### src/design/fsi_pkg.sv
// Purpose: shared constants and types for the fan floor step interval block
// Assumes: 32-bit APB, one word per register
// Notes: printed offsets are word indices; the byte address is four times the index
package fsi_pkg;
	// ----------------------------------------
	// register map
	// ----------------------------------------
	// word indices; 0x036 is not word aligned, so it cannot be a byte address
	localparam logic [11:0] STEP_INTERVAL_IDX = 12'h036;
	localparam logic [11:0] DYN_CTRL2_IDX = 12'h050;
	localparam logic [11:0] LOCK_CTRL_IDX = 12'h040;
	localparam logic [11:0] STATUS_IDX = 12'h100;
	// byte addresses on the bus, one aligned word per register
	localparam logic [11:0] STEP_INTERVAL_OFS = {STEP_INTERVAL_IDX[9:0], 2'b00};
	localparam logic [11:0] DYN_CTRL2_OFS = {DYN_CTRL2_IDX[9:0], 2'b00};
	localparam logic [11:0] LOCK_CTRL_OFS = {LOCK_CTRL_IDX[9:0], 2'b00};
	localparam logic [11:0] STATUS_OFS = {STATUS_IDX[9:0], 2'b00};

	// ----------------------------------------
	// reset values and field positions
	// ----------------------------------------
	localparam logic [7:0] STEP_INTERVAL_RST = 8'h00;
	localparam logic [7:0] DYN_CTRL2_RST = 8'h00;
	localparam logic [7:0] LOCK_CTRL_RST = 8'h00;
	localparam int REMOTE1_LSB = 0;
	localparam int LOCAL_LSB = 3;
	localparam int REMOTE2_LO_LSB = 6;
	localparam int REMOTE2_HI_BIT = 0;
	localparam int LOCK_BIT = 1;
	localparam int NUM_CHAN = 3;

	// ----------------------------------------
	// interval counts in monitoring cycles
	// ----------------------------------------
	localparam logic [11:0] DEC_BASE_CYCLES = 12'h008;
	localparam int CNT_W = 12;

	// per-channel adjustment requests and grants
	typedef struct packed {
		logic dec;
		logic inc;
	} fsi_adj_s;
endpackage

### src/design/fsi_apb_slave.sv
// Purpose: apb slave front end, one-cycle access with zero wait states
// Assumes: 32-bit apb, single clock
// Notes: decodes word offsets, flags unmapped addresses with pslverr
`timescale 1ns/100ps
module fsi_apb_slave (
	// clock and reset
	input wire logic pclk,
	input wire logic presetn,
	// apb
	input wire logic psel,
	input wire logic penable,
	input wire logic pwrite,
	input wire logic [11:0] paddr,
	output logic pready,
	output logic pslverr,
	// register access strobes
	output logic wr_stb,
	output logic rd_stb,
	output logic [11:0] acc_addr,
	input wire logic addr_hit
);
	logic pready_reg;
	logic pslverr_reg;

	// ready stands for the access cycle after every setup, so no wait states
	always_ff @(posedge pclk or negedge presetn) begin
		if (!presetn) begin
			pready_reg <= 1'b0;
		end else begin
			pready_reg <= psel & ~penable;
		end
	end
	assign pready = pready_reg;

	// error decided in setup so it stands only in the access cycle of an unmapped address
	always_ff @(posedge pclk or negedge presetn) begin
		if (!presetn) begin
			pslverr_reg <= 1'b0;
		end else begin
			pslverr_reg <= psel & ~penable & ~addr_hit;
		end
	end
	assign pslverr = pslverr_reg;
	// strobes in the access phase, the one edge where the master commits
	assign wr_stb = psel & penable & pwrite & addr_hit;
	assign rd_stb = psel & penable & ~pwrite & addr_hit;
	assign acc_addr = {paddr[11:2], 2'b00};
endmodule

### src/design/fsi_interval_timer.sv
// Purpose: one channel's decrease and increase interval counters
// Assumes: mon_tick is a one-cycle pulse per monitoring cycle
// Notes: counters saturate so a long wait never wraps to a false short one
`timescale 1ns/100ps
module fsi_interval_timer (
	// clock and reset
	input wire logic pclk,
	input wire logic presetn,
	// control
	input wire logic mon_tick,
	input wire logic [2:0] code,
	input wire fsi_pkg::fsi_adj_s req,
	// result
	output fsi_pkg::fsi_adj_s allow
);
	logic [fsi_pkg::CNT_W-1:0] dec_cnt_reg;
	logic [fsi_pkg::CNT_W-1:0] inc_cnt_reg;
	logic [fsi_pkg::CNT_W-1:0] dec_lim;
	logic [fsi_pkg::CNT_W-1:0] inc_lim;
	logic dec_ok;
	logic inc_ok;

	// 8 << n decrease
	assign dec_lim = fsi_pkg::DEC_BASE_CYCLES << code;
	// increase doubles decrease
	assign inc_lim = dec_lim << 1;
	assign dec_ok = dec_cnt_reg >= dec_lim;
	assign inc_ok = inc_cnt_reg >= inc_lim;

	// permit after elapsed interval
	always_comb begin
		allow.dec = req.dec & dec_ok;
		allow.inc = req.inc & inc_ok;
	end

	// count cycles since decrease
	always_ff @(posedge pclk or negedge presetn) begin
		if (!presetn) begin
			dec_cnt_reg <= '0;
		end else if (allow.dec) begin
			dec_cnt_reg <= '0;
		end else if (mon_tick && !dec_ok) begin
			dec_cnt_reg <= dec_cnt_reg + 1'b1;
		end
	end

	// count cycles since increase
	always_ff @(posedge pclk or negedge presetn) begin
		if (!presetn) begin
			inc_cnt_reg <= '0;
		end else if (allow.inc) begin
			inc_cnt_reg <= '0;
		end else if (mon_tick && !inc_ok) begin
			inc_cnt_reg <= inc_cnt_reg + 1'b1;
		end
	end
endmodule

### src/design/fsi_top.sv
// Purpose: fan floor step interval register and per-channel pacing
// Assumes: apb master in pclk domain, monitoring tick from the loop logic
// Notes: lock clears only by reset
// Operation
// register read-only once lock bit set
// writes after lock ignored until reset
// register resets to zero
// bits 2:0 remote1 interval code
// decrease interval is 8 shifted by code
// increase interval twice the decrease interval
// bits 5:3 local interval code
// software picks codes per thermal time constants
// bits 7:6 remote2 low code bits
// per-channel counters gate each adjustment
//
// Added by the designer: the APB interface to the registers.
`timescale 1ns/100ps
module fsi_top (
	// clock and reset
	input wire logic pclk,
	input wire logic presetn,
	// apb
	input wire logic psel,
	input wire logic penable,
	input wire logic pwrite,
	input wire logic [11:0] paddr,
	input wire logic [31:0] pwdata,
	output logic [31:0] prdata,
	output logic pready,
	output logic pslverr,
	// control loop side, same clock
	input wire logic mon_tick,
	input wire fsi_pkg::fsi_adj_s [2:0] adj_req,
	output fsi_pkg::fsi_adj_s [2:0] adj_allow
);
	// ----------------------------------------
	// registers
	// ----------------------------------------
	logic [7:0] step_interval_reg;
	logic [7:0] dyn_ctrl2_reg;
	logic [7:0] lock_ctrl_reg;
	logic [31:0] prdata_reg;
	logic [31:0] prdata_next;
	fsi_pkg::fsi_adj_s [2:0] adj_allow_reg;
	fsi_pkg::fsi_adj_s [2:0] allow_comb;
	logic [2:0] chan_code [3];
	logic wr_stb;
	logic [11:0] acc_addr;
	logic addr_hit;
	logic locked;

	// ----------------------------------------
	// bus front end
	// ----------------------------------------
	assign addr_hit = (acc_addr == fsi_pkg::STEP_INTERVAL_OFS) || (acc_addr == fsi_pkg::DYN_CTRL2_OFS)
		|| (acc_addr == fsi_pkg::LOCK_CTRL_OFS) || (acc_addr == fsi_pkg::STATUS_OFS);

	fsi_apb_slave u_apb (
		.pclk(pclk),
		.presetn(presetn),
		.psel(psel),
		.penable(penable),
		.pwrite(pwrite),
		.paddr(paddr),
		.pready(pready),
		.pslverr(pslverr),
		.wr_stb(wr_stb),
		.rd_stb(),
		.acc_addr(acc_addr),
		.addr_hit(addr_hit)
	);

	assign locked = lock_ctrl_reg[fsi_pkg::LOCK_BIT];

	// lock bit is sticky; only reset clears it
	always_ff @(posedge pclk or negedge presetn) begin
		if (!presetn) begin
			lock_ctrl_reg <= fsi_pkg::LOCK_CTRL_RST;
		end else if (wr_stb && acc_addr == fsi_pkg::LOCK_CTRL_OFS) begin
			lock_ctrl_reg <= lock_ctrl_reg | pwdata[7:0];
		end
	end

	// reset value zero
	// write blocked when locked
	// later writes ignored
	always_ff @(posedge pclk or negedge presetn) begin
		if (!presetn) begin
			step_interval_reg <= fsi_pkg::STEP_INTERVAL_RST;
		end else if (wr_stb && !locked && acc_addr == fsi_pkg::STEP_INTERVAL_OFS) begin
			step_interval_reg <= pwdata[7:0];
		end
	end

	// companion register holding the remote2 code msb, same lock
	always_ff @(posedge pclk or negedge presetn) begin
		if (!presetn) begin
			dyn_ctrl2_reg <= fsi_pkg::DYN_CTRL2_RST;
		end else if (wr_stb && !locked && acc_addr == fsi_pkg::DYN_CTRL2_OFS) begin
			dyn_ctrl2_reg <= pwdata[7:0];
		end
	end

	// ----------------------------------------
	// read path
	// ----------------------------------------
	// read data registered; the master samples it at the access edge, one edge after setup
	always_comb begin
		prdata_next = 32'h0000_0000;
		case (acc_addr)
			fsi_pkg::STEP_INTERVAL_OFS: prdata_next = {24'h00_0000, step_interval_reg};
			fsi_pkg::DYN_CTRL2_OFS: prdata_next = {24'h00_0000, dyn_ctrl2_reg};
			fsi_pkg::LOCK_CTRL_OFS: prdata_next = {24'h00_0000, lock_ctrl_reg};
			fsi_pkg::STATUS_OFS: prdata_next = {26'h000_0000, adj_allow_reg[2].dec, adj_allow_reg[2].inc,
				adj_allow_reg[1].dec, adj_allow_reg[1].inc, adj_allow_reg[0].dec, adj_allow_reg[0].inc};
			default: prdata_next = 32'h0000_0000;
		endcase
	end

	// loaded in setup phase so data is valid at the access edge
	always_ff @(posedge pclk or negedge presetn) begin
		if (!presetn) begin
			prdata_reg <= 32'h0000_0000;
		end else if (psel && !penable && !pwrite) begin
			prdata_reg <= prdata_next;
		end
	end
	assign prdata = prdata_reg;

	// ----------------------------------------
	// channel codes and pacing
	// ----------------------------------------
	// remote1 code
	assign chan_code[0] = step_interval_reg[fsi_pkg::REMOTE1_LSB +: 3];
	// local code
	assign chan_code[1] = step_interval_reg[fsi_pkg::LOCAL_LSB +: 3];
	// remote2 split code
	assign chan_code[2] = {dyn_ctrl2_reg[fsi_pkg::REMOTE2_HI_BIT], step_interval_reg[fsi_pkg::REMOTE2_LO_LSB +: 2]};

	// one pacing timer per channel, same encoding for all
	for (genvar g = 0; g < fsi_pkg::NUM_CHAN; g++) begin : g_chan
		fsi_interval_timer u_timer (
			.pclk(pclk),
			.presetn(presetn),
			.mon_tick(mon_tick),
			.code(chan_code[g]),
			.req(adj_req[g]),
			.allow(allow_comb[g])
		);
	end

	// grants registered so outputs come from flip-flops
	always_ff @(posedge pclk or negedge presetn) begin
		if (!presetn) begin
			adj_allow_reg <= '0;
		end else begin
			adj_allow_reg <= allow_comb;
		end
	end
	assign adj_allow = adj_allow_reg;
endmodule

### config.mk
export PLATFORM = sky130hd
export DESIGN_NAME = fsi_top
export DESIGN_NICKNAME = d
export VERILOG_FILES = /design/src/design/fsi_pkg.sv /design/src/design/fsi_apb_slave.sv /design/src/design/fsi_interval_timer.sv /design/src/design/fsi_top.sv
export SDC_FILE = /design/constraint.sdc
export NUM_CORES = 1
export LEC_CHECK = 0
export BUFFER_PORTS_ARGS = -buffer_cell sky130_fd_sc_hd__buf_2
export CAP_MARGIN = 10
export CORE_MARGIN = 2
export CORE_UTILIZATION = 55
export DETAILED_ROUTE_END_ITERATION = 7
export PLACE_DENSITY = 0.85
export RECOVER_POWER = 25
export SLEW_MARGIN = 10
export SYNTH_ARGS = -nofsm -noshare
export SYNTH_HDL_FRONTEND = slang
export SYNTH_SLANG_ARGS = --single-unit
export TNS_END_PERCENT = 30
### constraint.sdc
create_clock -name pclk -period 7.4 [get_ports pclk]
set_input_delay 1.85 -clock pclk [delete_from_list [all_inputs] [get_ports pclk]]
set_output_delay 1.85 -clock pclk [all_outputs]
set_load 0.03 [all_outputs]
==> summary.md <==
| Metric | Value |
|---|---|
| Status | `finished, violations left` |
| Failing checks | `capacitance limit, slew limit` |
| Nets | `~870` |
| RSZ-0062 raised after global routing | `no` |
| Avg Cell Area, Syn | `between 9 and 10 µm²` |
| Clock skew | `0.006684 ns` |
| Worst-margin pin slew | `between 2 and 2.5 ns` |
| Row count | `41` |
| Min-Delay Path Class | `reg -> reg` |
| Gr ovfl total | `0` |
| CTS tree | `yes` |
| Drt first-iter violations | `approximately 300` |
| DRC violation count after routing | `0` |
| P per Cell Area | `250.3 nW/µm²` |
| Ys async rst share | `between 90% and 100%` |
| Setup TNS | `0 ns` |
| Final ANT Viol Nets | `0` |
| Post-CTS Repair Setup Buffers | `0` |
| Max Fanout on Critical Path | `31` |
| Final hold vios | `0` |
| H-tree levels | `3` |
| Synth cell types | `between 60 and 70` |
| Most common flop cell mapped by yosys | `dfrtp_1` |
| Most frequent cells in the layout | `dfrtp_1, ha_1, nand2_1, nor2_1, buf_2` |
| Clock transition at the registers of the reported paths | `roughly 0.080 ns` |
| Die Ht | `between 100 and 150 µm` |
| Yosys top cell area share | `between 30% and 40%` |
| Syn. warnings | `0` |
| Vias/cell | `5.944` |
| Synth top area cells | `dfrtp_1, ha_1, mux2_2` |
| Layout cells sized above 1 | `around 13%` |
| Most common cell after layout, fill and taps aside | `dfrtp_1` |
| Post-layout instance area | `roughly 7600 µm²` |
| Worst hold slack | `between 0.4 and 0.5 ns` |
| Crit path required time | `7.67 ns` |
| DR vias | `approximately 5600` |
| Max Fclk | `~220 MHz` |
| Worst Path Arrival | `a little under 5 ns` |
| Max Slew Vio Count | `43` |
| DR pass1 iterations | `5` |
| First-pass GRT wire length | `between 20000 and 25000 µm` |
| Leading area contributor after synthesis | `dfrtp_1` |
| Post-synth EDFFs | `0` |
| Clock sinks | `~110` |
| Final Cycle Share | `61.78%` |
| Post-CTS Resized | `0` |
| Total track usage | `between 20% and 30%` |
| Clk root buf | `clkbuf_16` |
| Rel. slew slack | `-54.43%` |
| IO Pins | `96` |
| Die width | `~120 µm` |
| Total CTS buffers | `9` |
| Starting Density | `between 50% and 60%` |
| Final HPWL DP | `around 11000 µm` |
| CP Capture Type | `flip-flop` |
| # diodes | `0` |
| Port bufs | `45` |
| Hold Buf Count CTS | `0` |
| Die area | `13840 µm²` |
| Worst-path cell chain | `clkbuf_1 -> inv_1 -> or4_4 -> or4_1 -> a21oi_1` |
| CP max-delay cell | `clkbuf_1` |
| Sequential share of the synthesized area | `about two fifths` |
| Number of global-route vias before repair | `5201` |
| Mapped Area | `approximately 7100 µm²` |
| Static Leak | `between 0.003 and 0.004 µW` |
| Placed instance area | `7363 µm²` |
| Crit Path Class | `in -> reg` |
| Largest net degree at the start of global routing | `72` |
| Final Wtd Congestion | `between 0.8 and 0.9` |
| Total wire length | `around 15000 µm` |
| Drt wl/cell | `~16 µm` |
| CP Launch Type | `primary input` |
| Initial antenna violation count | `0` |
| CTS Buffer Depth | `2` |
| Gate Count Post-Synth | `731` |
| Register-to-register setup slack | `4.31 ns` |
| Fin crit period | `about 4.6 ns` |
| Area Overhead vs Synth | `7.325%` |
| Seq cells post-synth | `between 100 and 150` |
| Maxcap violations | `1` |
| Max VDD drop | `~0.12 mV` |
| Largest stage delay on the critical path | `around 1.0 ns` |
| Setup violations, final | `0` |
| Core area | `between 10000 and 15000 µm²` |
| Clock Latency Late Sink | `about 0.35 ns` |
[stage by stage]
stage          util [%]  power [µW]  std cells  setup WS, ns
5_1_grt           60.43        2036        935         2.680
3_3_place_gp      58.35        1427        919         3.275
3_5_place_dp      58.35        1454        919         3.252
4_1_cts           60.59        1923        935         3.631
6_report          60.43        1909        935         2.828
2_1_floorplan         -        1300        754         4.054
[Yosys cell counts, types with 4 or more instances]
| cell | number |
|---|---|
| and4_1 | 9 |
| inv_1 | 29 |
| a31oi_1 | 4 |
| a21o_1 | 13 |
| ha_1 | 60 |
| a211oi_1 | 11 |
| o31ai_1 | 10 |
| mux2_2 | 30 |
| or3b_2 | 6 |
| a21oi_1 | 32 |
| o2bb2ai_1 | 4 |
| or3_1 | 9 |
| and3_1 | 15 |
| and2_1 | 4 |
| nand2_1 | 54 |
| nand4_1 | 15 |
| a22o_1 | 13 |
| xnor2_1 | 15 |
| o211ai_1 | 5 |
| a221o_1 | 8 |
| or2_2 | 6 |
| buf_4 | 24 |
| a22oi_1 | 11 |
| nand3_1 | 28 |
| nor4_1 | 5 |
| a41oi_1 | 4 |
| o21ai_0 | 28 |
| a2111oi_0 | 7 |
| nand3b_1 | 9 |
| nor2_1 | 45 |
| dfrtp_1 | 112 |
| nor3_1 | 11 |
| clkbuf_1 | 27 |
| nor2b_1 | 4 |
| or4_1 | 7 |
| mux2i_1 | 10 |
[worst max-delay path, delay by kind of cell]
family | cells | cell delay (ns)
buf+inv | 2 | 1.56
simple gates | 2 | 1.26
compound gates | 1 | 0.16
[cell families (layout without fill, tap and decap cells)]
group	Yosys count	in the layout	synth area share [%]
other	1	24	0.05278
multiplexers	40	40	6.163
buffers and inverters	84	93	5.811
AND/OR/NAND/NOR	244	244	18.56
adder cells (fa/ha/maj)	60	60	10.57
XOR/XNOR	17	17	2.096
AO/OA/AOI/OAI	173	173	17.31
flip-flops	112	112	39.44
[area by class of cell]
class / count / area [µm²]
multi-input cells: 558 / 3990
well taps: 172 / 215.2
fillers: 1040 / 4994
inverters: 30 / 112.6
repair buffers: 47 / 222.7
clock inverters: 6 / 53.80
flip-flops and latches: 112 / 2803
clock buffers: 10 / 229.0
[path summary, 6_finish.rpt]
check | startpoint | to | cells past startpoint
hold reg to reg | lock_ctrl_reg[3] | lock_ctrl_reg[3] | 1
setup / recovery | mon_tick | g_chan[1].u_timer.dec_cnt_reg[8] | 5
setup reg to reg | dyn_ctrl2_reg[0] | g_chan[2].u_timer.inc_cnt_reg[0] | 7
max in group asynchronous | presetn | dyn_ctrl2_reg[6] | 2
min in group asynchronous | presetn | g_chan[0].u_timer.inc_cnt_reg[1] | 1
hold / removal | lock_ctrl_reg[3] | lock_ctrl_reg[3] | 1
[report_power, final]
part | switching [µW] | internal (µW)
logic | 386 | 233
clock network | 234 | 234
registers | 115 | 707
total | 735 | 1170
[metal layers]
metal / vias up / GRT usage (%) / routed length, µm
met2: 115 / 35.61 / 7138
met1: 2696 / 29.27 / 6656
met4: 0 / 6.325 / 317
met5: - / 0 / 0
li1: 2724 / - / -
met3: 23 / 3.973 / 555
Power figures use the tool's default switching activity.
